### config.mk
export PLATFORM = sky130hd
export DESIGN_NAME = epd_host_seq
export DESIGN_NICKNAME = d
export VERILOG_FILES = /design/src/rtl/epd_pkg.sv /design/src/rtl/epd_fifo.sv /design/src/rtl/epd_host_seq.sv
export SDC_FILE = /design/constraint.sdc
export NUM_CORES = 1
export LEC_CHECK = 0
export BUFFER_PORTS_ARGS = -buffer_cell sky130_fd_sc_hd__buf_2
export CAP_MARGIN = 10
export CORE_MARGIN = 8
export CORE_UTILIZATION = 52
export DETAILED_ROUTE_END_ITERATION = 12
export PLACE_DENSITY_LB_ADDON = 0.12
export RECOVER_POWER = 50
export SLEW_MARGIN = 20
export SYNTH_ARGS = -nofsm -noshare
export SYNTH_HDL_FRONTEND = slang
export SYNTH_SLANG_ARGS = --single-unit
### constraint.sdc
create_clock -name clk -period 7.1 [get_ports clk]
set_input_delay 0.355 -clock clk [delete_from_list [all_inputs] [get_ports clk]]
set_output_delay 0.355 -clock clk [all_outputs]
set_load 0.01 [all_outputs]
### src/rtl/epd_pkg.sv
// Purpose: Shared constants and types for the panel bring-up host sequencer
// Assumes: 40 MHz system clock, SPI write mode, 4-wire with data/command pin
// Notes: Command codes and fill values are fixed by the panel controller
package epd_pkg;

  // ----------------------------------------
  // Clock and timing
  // ----------------------------------------
  localparam int unsigned CLK_HZ = 40_000_000;
  localparam int unsigned SW_RESET_WAIT_MS = 10;
  localparam int unsigned SW_RESET_WAIT_CYC = (CLK_HZ / 1000) * SW_RESET_WAIT_MS;
  localparam int unsigned HW_RESET_US = 10;
  localparam int unsigned HW_RESET_CYC = (CLK_HZ / 1_000_000) * HW_RESET_US;
  // SPI half period 50 ns (2 cycles) gives 10 MHz, inside the 20 MHz limit
  localparam int unsigned SCL_HALF_NS = 50;
  localparam int unsigned SCL_HALF_CYC = (SCL_HALF_NS * 40 + 999) / 1000;
  // Chip select high gap between bytes, least 100 ns
  localparam int unsigned CS_HIGH_NS = 100;
  localparam int unsigned CS_HIGH_CYC = (CS_HIGH_NS * 40 + 999) / 1000;

  // ----------------------------------------
  // Command codes
  // ----------------------------------------
  localparam logic [7:0] CMD_GATE_OUT = 8'h01;
  localparam logic [7:0] CMD_SOFT_START = 8'h0C;
  localparam logic [7:0] CMD_DEEP_SLEEP = 8'h10;
  localparam logic [7:0] CMD_ENTRY_MODE = 8'h11;
  localparam logic [7:0] CMD_SW_RESET = 8'h12;
  localparam logic [7:0] CMD_TEMP_SENSE = 8'h18;
  localparam logic [7:0] CMD_ACTIVATE = 8'h20;
  localparam logic [7:0] CMD_UPDATE_CTRL = 8'h22;
  localparam logic [7:0] CMD_WRITE_RAM0 = 8'h24;
  localparam logic [7:0] CMD_WRITE_RAM1 = 8'h26;
  localparam logic [7:0] CMD_BORDER = 8'h3C;
  localparam logic [7:0] CMD_WIN_X = 8'h44;
  localparam logic [7:0] CMD_WIN_Y = 8'h45;
  localparam logic [7:0] CMD_FILL_RAM0 = 8'h46;
  localparam logic [7:0] CMD_FILL_RAM1 = 8'h47;
  localparam logic [7:0] CMD_ADDR_X = 8'h4E;
  localparam logic [7:0] CMD_ADDR_Y = 8'h4F;
  localparam logic [7:0] FILL_BYTE = 8'hF7;

  // ----------------------------------------
  // Script and stream sizes
  // ----------------------------------------
  localparam int unsigned ROM_W = 10;
  localparam int unsigned BYTE_CNT_W = 17;
  localparam logic [16:0] IMG_BYTES = 17'h0_BB80;  // 800x480 / 8
  localparam int unsigned FIFO_W = 8;
  localparam int unsigned FIFO_D = 16;

  // ----------------------------------------
  // Types
  // ----------------------------------------
  typedef enum logic [3:0] {
    ST_IDLE = 4'h0,
    ST_HW_RST = 4'h1,
    ST_FETCH = 4'h2,
    ST_SEND = 4'h3,
    ST_GAP = 4'h4,
    ST_WAIT = 4'h5,
    ST_BUSY = 4'h6,
    ST_STREAM = 4'h7,
    ST_DONE = 4'h8
  } epd_state_e;

  // Script entry kinds
  typedef enum logic [2:0] {
    OP_CMD = 3'h0,
    OP_DATA = 3'h1,
    OP_WAIT_MS = 3'h2,
    OP_WAIT_BUSY = 3'h3,
    OP_STREAM = 3'h4,
    OP_END = 3'h5,
    OP_SKIP_LUT = 3'h6
  } epd_op_e;

  typedef struct packed {
    logic sclk;
    logic mosi;
    logic cs_n;
    logic dc;
    logic rst_n;
  } epd_pins_s;

  typedef struct packed {
    epd_op_e op;
    logic [7:0] val;
  } epd_step_s;

endpackage

### src/rtl/epd_fifo.sv
// Purpose: Small synchronous FIFO for pixel bytes
// Assumes: Single clock, valid/ready on both sides
// Notes: Depth must be a power of two
`timescale 1ns/1ps
module epd_fifo #(
  parameter int unsigned WIDTH = 8,
  parameter int unsigned DEPTH = 16
) (
  input wire logic clk,
  input wire logic arst_n,
  input wire logic [WIDTH-1:0] in_data,
  input wire logic in_valid,
  output logic in_ready,
  output logic [WIDTH-1:0] out_data,
  output logic out_valid,
  input wire logic out_ready
);
  localparam int unsigned AW = $clog2(DEPTH);

  typedef struct packed {
    logic [AW:0] wr;
    logic [AW:0] rd;
  } fifo_state_s;

  fifo_state_s st_reg, st_next;
  logic [WIDTH-1:0] mem [DEPTH];
  logic push, pop;

  assign in_ready = (st_reg.wr - st_reg.rd) != (AW+1)'(DEPTH);
  assign out_valid = st_reg.wr != st_reg.rd;
  assign out_data = mem[st_reg.rd[AW-1:0]];
  assign push = in_valid && in_ready;
  assign pop = out_valid && out_ready;

  always_comb begin
    st_next = st_reg;
    if (push) begin
      st_next.wr = st_reg.wr + 1'b1;
    end
    if (pop) begin
      st_next.rd = st_reg.rd + 1'b1;
    end
  end

  // Storage has no reset; only pointers need a defined value
  always_ff @(posedge clk) begin
    if (push) begin
      mem[st_reg.wr[AW-1:0]] <= in_data;
    end
  end

  always_ff @(posedge clk or negedge arst_n) begin
    if (!arst_n) begin
      st_reg <= '0;
    end else begin
      st_reg <= st_next;
    end
  end
endmodule // epd_fifo

### src/rtl/epd_host_seq.sv
// Purpose: Host sequencer bringing up, refreshing and sleeping the panel controller
// Assumes: 4-wire SPI write mode, busy pin from controller, pixel bytes from user
// Notes: One start pulse runs the whole flow; pixel bytes are streamed through a FIFO
// Operation
// - After hardware reset send software reset 0x12, then wait at least 10 ms.
// - Clear both image memories with 0x46 and 0x47, each with fill byte 0xF7.
// - Configure the gate driver output with command 0x01 and its parameters.
// - Set data entry 0x11, then horizontal window 0x44 and vertical window 0x45.
// - Configure panel border with 0x3C and its parameter byte.
// - Select temperature sensing with 0x18 before loading the waveform table.
// - Load the waveform table with 0x22 then 0x20, then wait for busy low.
// - Set address counters 0x4E and 0x4F, then stream pixels after 0x24 only; 0x26 is never sent.
// - Program booster soft-start with 0x0C before driving the panel.
// - Refresh with 0x22 plus control byte, then 0x20, and wait for busy low.
// - Enter deep sleep with 0x10 before power removal.
`timescale 1ns/1ps
module epd_host_seq #(
  parameter int unsigned RESET_WAIT_CYC = epd_pkg::SW_RESET_WAIT_CYC,
  parameter int unsigned HW_RST_CYC = epd_pkg::HW_RESET_CYC,
  // Full frame by default; a shorter stream only shortens simulation
  parameter int unsigned STREAM_BYTES = 32'(epd_pkg::IMG_BYTES)
) (
  input wire logic clk,
  input wire logic arst_n,
  input wire logic start,
  input wire logic use_ext_temp,
  input wire logic skip_otp_lut,
  output logic seq_busy,
  output logic seq_done,
  input wire logic [7:0] pix_data,
  input wire logic pix_valid,
  output logic pix_ready,
  output epd_pkg::epd_pins_s pins,
  input wire logic panel_busy
);
  import epd_pkg::*;

  // ----------------------------------------
  // Script
  // ----------------------------------------
  localparam int unsigned N_STEPS = 40;

  function automatic epd_step_s step_at(input logic [5:0] i, input logic ext_ts);
    epd_step_s s;
    s = '{op: OP_END, val: 8'h00};
    case (i)
      6'd0: s = '{OP_CMD, CMD_SW_RESET};
      6'd1: s = '{OP_WAIT_MS, 8'h00};
      6'd2: s = '{OP_CMD, CMD_FILL_RAM0};
      6'd3: s = '{OP_DATA, FILL_BYTE};
      6'd4: s = '{OP_CMD, CMD_FILL_RAM1};
      6'd5: s = '{OP_DATA, FILL_BYTE};
      6'd6: s = '{OP_WAIT_BUSY, 8'h00};
      6'd7: s = '{OP_CMD, CMD_GATE_OUT};
      6'd8: s = '{OP_DATA, 8'hDF};
      6'd9: s = '{OP_DATA, 8'h01};
      6'd10: s = '{OP_DATA, 8'h00};
      6'd11: s = '{OP_CMD, CMD_ENTRY_MODE};
      6'd12: s = '{OP_DATA, 8'h03};
      6'd13: s = '{OP_CMD, CMD_WIN_X};
      6'd14: s = '{OP_DATA, 8'h00};
      6'd15: s = '{OP_DATA, 8'h31};
      6'd16: s = '{OP_CMD, CMD_WIN_Y};
      6'd17: s = '{OP_DATA, 8'h00};
      6'd18: s = '{OP_DATA, 8'h01};
      6'd19: s = '{OP_CMD, CMD_BORDER};
      6'd20: s = '{OP_DATA, 8'h01};
      6'd21: s = '{OP_CMD, CMD_TEMP_SENSE};
      6'd22: s = '{OP_DATA, ext_ts ? 8'h48 : 8'h80};
      6'd23: s = '{OP_SKIP_LUT, 8'h00};
      6'd24: s = '{OP_CMD, CMD_UPDATE_CTRL};
      6'd25: s = '{OP_DATA, 8'hB1};
      6'd26: s = '{OP_CMD, CMD_ACTIVATE};
      6'd27: s = '{OP_WAIT_BUSY, 8'h00};
      6'd28: s = '{OP_CMD, CMD_ADDR_X};
      6'd29: s = '{OP_DATA, 8'h00};
      6'd30: s = '{OP_CMD, CMD_ADDR_Y};
      6'd31: s = '{OP_DATA, 8'h00};
      6'd32: s = '{OP_CMD, CMD_WRITE_RAM0};
      6'd33: s = '{OP_STREAM, 8'h00};
      6'd34: s = '{OP_CMD, CMD_SOFT_START};
      6'd35: s = '{OP_DATA, 8'hAE};
      6'd36: s = '{OP_CMD, CMD_UPDATE_CTRL};
      6'd37: s = '{OP_DATA, 8'hF7};
      6'd38: s = '{OP_CMD, CMD_ACTIVATE};
      6'd39: s = '{OP_WAIT_BUSY, 8'h00};
      6'd40: s = '{OP_CMD, CMD_DEEP_SLEEP};
      6'd41: s = '{OP_DATA, 8'h01};
      default: s = '{OP_END, 8'h00};
    endcase
    return s;
  endfunction

  // ----------------------------------------
  // State
  // ----------------------------------------
  typedef struct packed {
    epd_state_e st;
    logic [5:0] pc;
    logic [7:0] shreg;
    logic [3:0] bitn;
    logic [1:0] half;
    logic [23:0] wait_cnt;
    logic [16:0] byte_cnt;
    logic in_stream;
    logic [2:0] busy_sync;
    logic busy_clean;
    logic done;
    epd_pins_s pins;
  } seq_state_s;

  seq_state_s s_reg, s_next;
  epd_step_s cur;
  logic [7:0] f_data;
  logic f_valid, f_ready;

  // Pixel bytes pass a FIFO so the source may stall against SPI pacing
  epd_fifo #(.WIDTH(FIFO_W), .DEPTH(FIFO_D)) u_fifo (
    .clk(clk),
    .arst_n(arst_n),
    .in_data(pix_data),
    .in_valid(pix_valid),
    .in_ready(pix_ready),
    .out_data(f_data),
    .out_valid(f_valid),
    .out_ready(f_ready)
  );

  assign cur = step_at(s_reg.pc, use_ext_temp);
  assign f_ready = (s_reg.st == ST_STREAM) && (s_reg.byte_cnt != '0);
  assign pins = s_reg.pins;
  assign seq_busy = s_reg.st != ST_IDLE;
  assign seq_done = s_reg.done;

  // ----------------------------------------
  // Next state
  // ----------------------------------------
  always_comb begin
    s_next = s_reg;
    s_next.done = 1'b0;
    // Only the second and third stages are compared; first stage is sync only
    s_next.busy_sync = {s_reg.busy_sync[1:0], panel_busy};
    if (s_reg.busy_sync[2] == s_reg.busy_sync[1]) begin
      s_next.busy_clean = s_reg.busy_sync[2];
    end
    case (s_reg.st)
      ST_IDLE: begin
        if (start) begin
          s_next.st = ST_HW_RST;
          s_next.pins.rst_n = 1'b0;
          s_next.wait_cnt = 24'(HW_RST_CYC);
          s_next.pc = '0;
        end
      end
      ST_HW_RST: begin
        if (s_reg.wait_cnt == 24'd0) begin
          s_next.pins.rst_n = 1'b1;
          s_next.st = ST_WAIT;
          s_next.wait_cnt = 24'(HW_RST_CYC);
        end else begin
          s_next.wait_cnt = s_reg.wait_cnt - 24'd1;
        end
      end
      ST_FETCH: begin
        s_next.pc = s_reg.pc + 6'd1;
        case (cur.op)
          OP_CMD, OP_DATA: begin
            s_next.shreg = cur.val;
            s_next.pins.mosi = cur.val[7];
            s_next.pins.dc = cur.op == OP_DATA;
            s_next.pins.cs_n = 1'b0;
            s_next.bitn = 4'd8;
            s_next.half = 2'(SCL_HALF_CYC - 1);
            s_next.st = ST_SEND;
          end
          OP_WAIT_MS: begin
            s_next.wait_cnt = 24'(RESET_WAIT_CYC);
            s_next.st = ST_WAIT;
          end
          OP_WAIT_BUSY: begin
            // Allow the sync chain to see busy rise before testing it
            s_next.wait_cnt = 24'd4;
            s_next.st = ST_BUSY;
          end
          OP_SKIP_LUT: begin
            if (skip_otp_lut) begin
              s_next.pc = s_reg.pc + 6'd5;
            end
          end
          OP_STREAM: begin
            s_next.byte_cnt = 17'(STREAM_BYTES);
            s_next.in_stream = 1'b1;
            s_next.st = ST_STREAM;
          end
          default: begin
            s_next.st = ST_DONE;
          end
        endcase
      end
      ST_SEND: begin
        if (s_reg.half != 2'd0) begin
          s_next.half = s_reg.half - 2'd1;
        end else if (!s_reg.pins.sclk && s_reg.bitn == 4'd0) begin
          s_next.pins.cs_n = 1'b1;
          s_next.wait_cnt = 24'(CS_HIGH_CYC);
          s_next.st = ST_GAP;
        end else begin
          s_next.half = 2'(SCL_HALF_CYC - 1);
          if (!s_reg.pins.sclk) begin
            s_next.pins.sclk = 1'b1;
          end else begin
            s_next.pins.sclk = 1'b0;
            s_next.shreg = {s_reg.shreg[6:0], 1'b0};
            s_next.bitn = s_reg.bitn - 4'd1;
            // Next bit moves on the fall, a whole low phase of setup before the rise
            s_next.pins.mosi = s_reg.shreg[6];
          end
        end
      end
      ST_GAP: begin
        if (s_reg.wait_cnt == 24'd0) begin
          s_next.st = s_reg.in_stream ? ST_STREAM : ST_FETCH;
        end else begin
          s_next.wait_cnt = s_reg.wait_cnt - 24'd1;
        end
      end
      ST_WAIT: begin
        if (s_reg.wait_cnt == 24'd0) begin
          s_next.st = ST_FETCH;
        end else begin
          s_next.wait_cnt = s_reg.wait_cnt - 24'd1;
        end
      end
      ST_BUSY: begin
        if (s_reg.wait_cnt != 24'd0) begin
          s_next.wait_cnt = s_reg.wait_cnt - 24'd1;
        end else if (!s_reg.busy_clean) begin
          s_next.st = ST_FETCH;
        end
      end
      ST_STREAM: begin
        if (s_reg.byte_cnt == '0) begin
          s_next.in_stream = 1'b0;
          s_next.st = ST_FETCH;
        end else if (f_valid) begin
          s_next.byte_cnt = s_reg.byte_cnt - 17'd1;
          s_next.shreg = f_data;
          s_next.pins.mosi = f_data[7];
          s_next.pins.dc = 1'b1;
          s_next.pins.cs_n = 1'b0;
          s_next.bitn = 4'd8;
          s_next.half = 2'(SCL_HALF_CYC - 1);
          s_next.st = ST_SEND;
        end
      end
      ST_DONE: begin
        s_next.done = 1'b1;
        s_next.st = ST_IDLE;
      end
      default: begin
        s_next.st = ST_IDLE;
      end
    endcase
  end

  always_ff @(posedge clk or negedge arst_n) begin
    if (!arst_n) begin
      s_reg <= '{st: ST_IDLE, pc: 6'd0, shreg: 8'h00, bitn: 4'd0, half: 2'd0,
                 wait_cnt: 24'd0, byte_cnt: 17'd0, in_stream: 1'b0,
                 busy_sync: 3'b000, busy_clean: 1'b0, done: 1'b0,
                 pins: '{sclk: 1'b0, mosi: 1'b0, cs_n: 1'b1, dc: 1'b0, rst_n: 1'b1}};
    end else begin
      s_reg <= s_next;
    end
  end
endmodule // epd_host_seq

Word level (Yosys, flattened, before mapping)
Memory sizes are Yosys's and may differ from the RTL's. Index checks and enable logic that the tools add are counted.

Word-level logic and storage cells: 202. RAM bits: 128. Memories kept: 1. Register bits after elaboration: 85. Bits of input ports: 15.

Memories: u_fifo.mem (words 16, bits a word 8, read ports 1, clocked after memory_dff 0, write ports 1, RTL line epd_fifo.sv:26) `logic [WIDTH-1:0] mem [DEPTH];`.

Add/sub/neg operators: 9. Reductions and logical operators: 39. Equal/unequal tests: 78. Bitwise operators: 2. Mux-type cells: 55.

Operator list (number): case mux 11 bit (29 select lines) (1); two-way mux 24 bit (6); case mux 24 bit (6 select lines) (1); == test 6 x 5 -> 1 bit (second input constant) (16); == test 6 bit (second input constant) (10); two-way mux 13 bit (4); == test 6 x 4 -> 1 bit (second input constant) (8); case mux 24 bit (2 select lines) (1); case mux 13 bit (3 select lines) (1); two-way mux 4 bit (9); case mux 18 bit (2 select lines) (1); two-way mux 17 bit (2); case mux 4 bit (8 select lines) (1); != test 2 bit (second input constant) (14); == test 6 x 3 -> 1 bit (second input constant) (4); zero test 24 bit (1); nonzero test 24 bit (1); subtractor 24 x 1 -> 24 bit (second input constant) (1); two-way mux 11 bit (2); case mux 4 bit (5 select lines) (1); two-way mux 18 bit (1); zero test 17 bit (1); nonzero test 17 bit (1); subtractor 17 x 1 -> 17 bit (second input constant) (1); 51 further kinds (94).

Longest topological paths before layout
Depth in word-level cells: 7. Mapped depth: 11.

By module
A second synthesis with hierarchy kept.

Cell total of the unflattened synthesis: 866. Area total of the unflattened synthesis: 10685.2 µm².

By module, submodules not included: epd_fifo (sequential area each 4093.9 µm², cells each 289, area each 5753.0 µm², instances 1); epd_host_seq (sequential area each 1879.3 µm², cells each 577, area each 4932.2 µm², instances 1).

Worst setup path after synthesis
Ideal clock, no wire load.

Path type: flip-flop to flip-flop. Start point: reg u_fifo.st_reg[1] in the netlist's numbering. End point: mem u_fifo.mem[3][0], enable pin. Data arrival time: 3.005 ns. Path slack: 3.700 ns. Cell stages (with the launch flop): 11. Path through: dfrtp_1 clkbuf_1 clkbuf_1 inv_1 ha_1 nor2b_1 o21a_1 nor4_1 o41ai_1 buf_2 nor4_1.

Cells in the longest elaborated chain, start to end: 5.

RTL lines: from (decl) (RTL line epd_fifo.sv:25) `fifo_state_s st_reg, st_next;`; from (signal assigned) (RTL line epd_fifo.sv:56) `st_reg <= st_next;`; subtractor 5 bit (RTL line epd_fifo.sv:29) `assign in_ready = (st_reg.wr - st_reg.rd) != (AW+1)'(DEPTH);`; != test 5 bit (RTL line epd_fifo.sv:29); logical AND 1 bit (RTL line epd_fifo.sv:32) `assign push = in_valid && in_ready;`; two-way mux 1 bit (RTL line epd_fifo.sv:47) `if (push) begin`; two-way mux 1 bit (not written as such) (RTL line epd_fifo.sv:48) `mem[st_reg.wr[AW-1:0]] <= in_data;`; to (decl) (RTL line epd_fifo.sv:26).

No other way between the ends.

Final worst setup path
Start point: reg u_fifo.st_reg[1] in the netlist's numbering. End point: mem u_fifo.mem[8][7], enable pin.

The elaborated chain is that of the path after synthesis.

==> metrics <==
crit-path leading delay family=simple AND/OR/NAND/NOR gates; synth cell count leaders=edfxtp_1, dfrtp_1, nor2_1; top cells by area, synth=edfxtp_1, dfrtp_1, mux4_2, ha_1, nor2_1; RR Endpoint=u_fifo.mem[8][7]; CP max stage cell=nor3b_1; Final period util=0.509; die width=160 microns; Syn Area/Cell=12.6 sq um; Tmin final=3.62 ns; async set-reset flop share out of synthesis=0.399; Net Sw Frac=0.376; clock tree from TritonCTS=built; root buffer cell=clkbuf_16; most frequent cell after synthesis=edfxtp_1; Psw=0.00203 W; syn nets=881; HP Class=primary input to flop; Max Slew Vio Count=0; GPL Wtd Cong=0.854; EDFF count, synth=128; Antenna Nets Post-Route=0; Area Overhead vs Synth=10.8%; post-layout net count=888; warning count from the yosys run=0; Filler Cells Inserted=1590; placed inst area=0.0110 sq mm; Clock Latency Late Sink=0.52 ns; Max Root-Sink Buffers=3; Leakage=4.44 nW; Most Frequent Cell on Critical Path=buf_4; gr ovfl total=0; final hold slack=0.185 ns; post-synth top area share=0.359; fraction of layout cells with a size suffix above 1=0.171; sequential cell fraction of total power=0.338; die height=160 microns; Comb pwr share=0.408; Final setup violation count=0; leading area contributor after synthesis=edfxtp_1; worst-margin pin slew=1.09 ns; Ant. Diodes=0; status=finished clean; max-cap viol count=0; Critical path destination=u_fifo.mem[8][7]; clock share of power=0.253; RR Startpoint=u_fifo.st_reg[1]; max reg flops=128; Clock Skew=0.0177 ns; Max rail drop VDD=0.000227 V; I/O pin cnt=23; CP max FO=35; Slew HR=0.265; Worst EP required=7.28 ns; core footprint=0.0202 sq mm; Critical path buffers and inverters=3; Max stage delay on crit path=0.55 ns; Int Power=0.00338 W; starting density of the core=0.530; Post-route DRC=0; WP data arrival=3.79 ns; Clk pin slew, worst setup/hold paths=0.06 ns; CP Launch Type=flop; cells on worst reg2reg path=10; Primary FF master, synth=edfxtp_1; Pwr Density=456 mW/mm^2; unrepaired setup endpoints after global routing=no; Clock Sinks=213; DRT iter0 DRCs=439; CTS buffer count=23; Crit. Startpoint=u_fifo.st_reg[1]; Worst Setup End Kind=flop; Buffers on Ports=22; final hold viol count=0; Post-Route Utilization=0.587; max frequency=0.276 GHz; Avg WL per Cell=21.9 microns; R2R setup slack=3.48 ns; drt pass-1 iters=5; die area=0.0255 sq mm; CP Cell Sequence=buf_4, inv_1, ha_1, nor2b_1, o21a_1, nor4_1, o41ai_2, buf_4, nor3b_1, and2_1; dpl hpwl=17200 microns; initial antenna violation count=0; overall routing resource usage=0.196; Crit path depth=10; Crit Path Class=flop to flop; Seq/Total Area, Yosys=0.557; Synth Cell Area=0.0107 sq mm; routed wire length=25000 microns; final cell area excluding filler cells=0.0119 sq mm; synth unique cells=95; Site Rows=52; largest net degree at the start of global routing=80; vias in the first global route=7204; CTS H-tree lvls=1; Via density=6.28; Setup TNS=0 ns; post-synthesis cell count=849; Yosys reg bits=213; via count=7174; first-pass GRT wire length=40500 microns; Pwr Total=0.00541 W
-- what timing repair did --
action                                 4_1_cts  5_1_grt
endpoints found under the hold margin        7        0
hold buffers                                 2        0
gates resized for setup                      0        0
setup buffers                                0        0
-- area by class of cell --
| class | count | area, sq um | share of cell area |
|---|---|---|---|
| Multi-Input combinational cell | 558 | 4390 | 0.370 |
| Clock inverter | 16 | 273 | 0.0230 |
| Clock buffer | 26 | 607 | 0.0511 |
| Timing Repair Buffer | 33 | 190 | 0.0160 |
| Inverter | 27 | 101 | 0.00854 |
| Sequential cell | 213 | 5970 | 0.503 |
| Tap cell | 270 | 338 | 0.0285 |
-- layout by cell type, fill, tap and decap left out, types with 8 or more instances in the layout --
| master | count |
|---|---|
| edfxtp_1 | 128 |
| dfrtp_1 | 82 |
| nor2_1 | 55 |
| nand2_1 | 54 |
| o21ai_0 | 38 |
| mux4_2 | 37 |
| nor3_1 | 30 |
| a21oi_1 | 27 |
| nand3_1 | 26 |
| inv_1 | 25 |
| clkbuf_16 | 23 |
| ha_1 | 17 |
| a22o_1 | 15 |
| xnor2_1 | 14 |
| and2_1 | 14 |
| buf_2 | 13 |
| nor4_1 | 11 |
| nand2b_1 | 11 |
| xor2_1 | 11 |
| mux2_4 | 10 |
| clkbuf_1 | 10 |
| or4_1 | 9 |
| nor2b_1 | 8 |
| and3_1 | 8 |
| a31oi_1 | 8 |
| a21o_1 | 8 |
| buf_4 | 8 |
-- worst reg2reg max path, cell delays in order, from the launching register on --
cell and delay [ns]:
dfrtp_1 0.32, buf_4 0.40, inv_1 0.12, ha_1 0.34
nor2b_1 0.16, o21a_1 0.20, nor4_1 0.43, o41ai_2 0.13
buf_4 0.19, nor3b_1 0.55, and2_1 0.46
-- stage by stage --
step	setup WS, ns	instances
after CTS	3.51	1143
after detailed placement	3.52	1099
after floorplan	3.70	849
final	3.48	1143
after global routing	3.33	1143
after global placement	3.59	1099
-- per-layer routing --
layer | wire, microns | vias up | GRT usage
met5 | 0 | - | 0
met4 | 519 | 0 | 0.0472
met3 | 1590 | 38 | 0.0331
met1 | 10700 | 3604 | 0.262
met2 | 12200 | 260 | 0.328
li1 | - | 3272 | -
-- kinds of logic (layout without fill, tap and decap cells) --
family,Yosys count,after routing,synth area share
adder cells (fa/ha/maj),18,18,0.0208
buffers and inverters,78,102,0.0346
AND/OR/NAND/NOR,283,283,0.147
XOR/XNOR,25,25,0.0204
AO/OA/AOI/OAI,174,174,0.118
flip-flops,213,213,0.557
multiplexers,58,58,0.103
-- worst min path at each step --
stage                     slack, ns   endpoint  cells past startpoint   start
after floorplan                0.06    pins[1]                      0  arst_n
after global placement         0.17  s_reg[69]                      1  arst_n
after detailed placement       0.17  s_reg[67]                      1  arst_n
after CTS                      0.17  s_reg[66]                      2  arst_n
after global routing           0.23  s_reg[70]                      4   start
final                          0.18  s_reg[70]                      4   start
-- power groups by stage --
stage          clock, W  combinational (W)  sequential (W)
2_1_floorplan         0            0.00179         0.00173
3_3_place_gp          0            0.00214         0.00183
3_5_place_dp          0            0.00220         0.00184
4_1_cts         0.00139            0.00221         0.00183
5_1_grt         0.00144            0.00243         0.00186
6_report        0.00137            0.00221         0.00183
(Power assumes the default switching activity.)
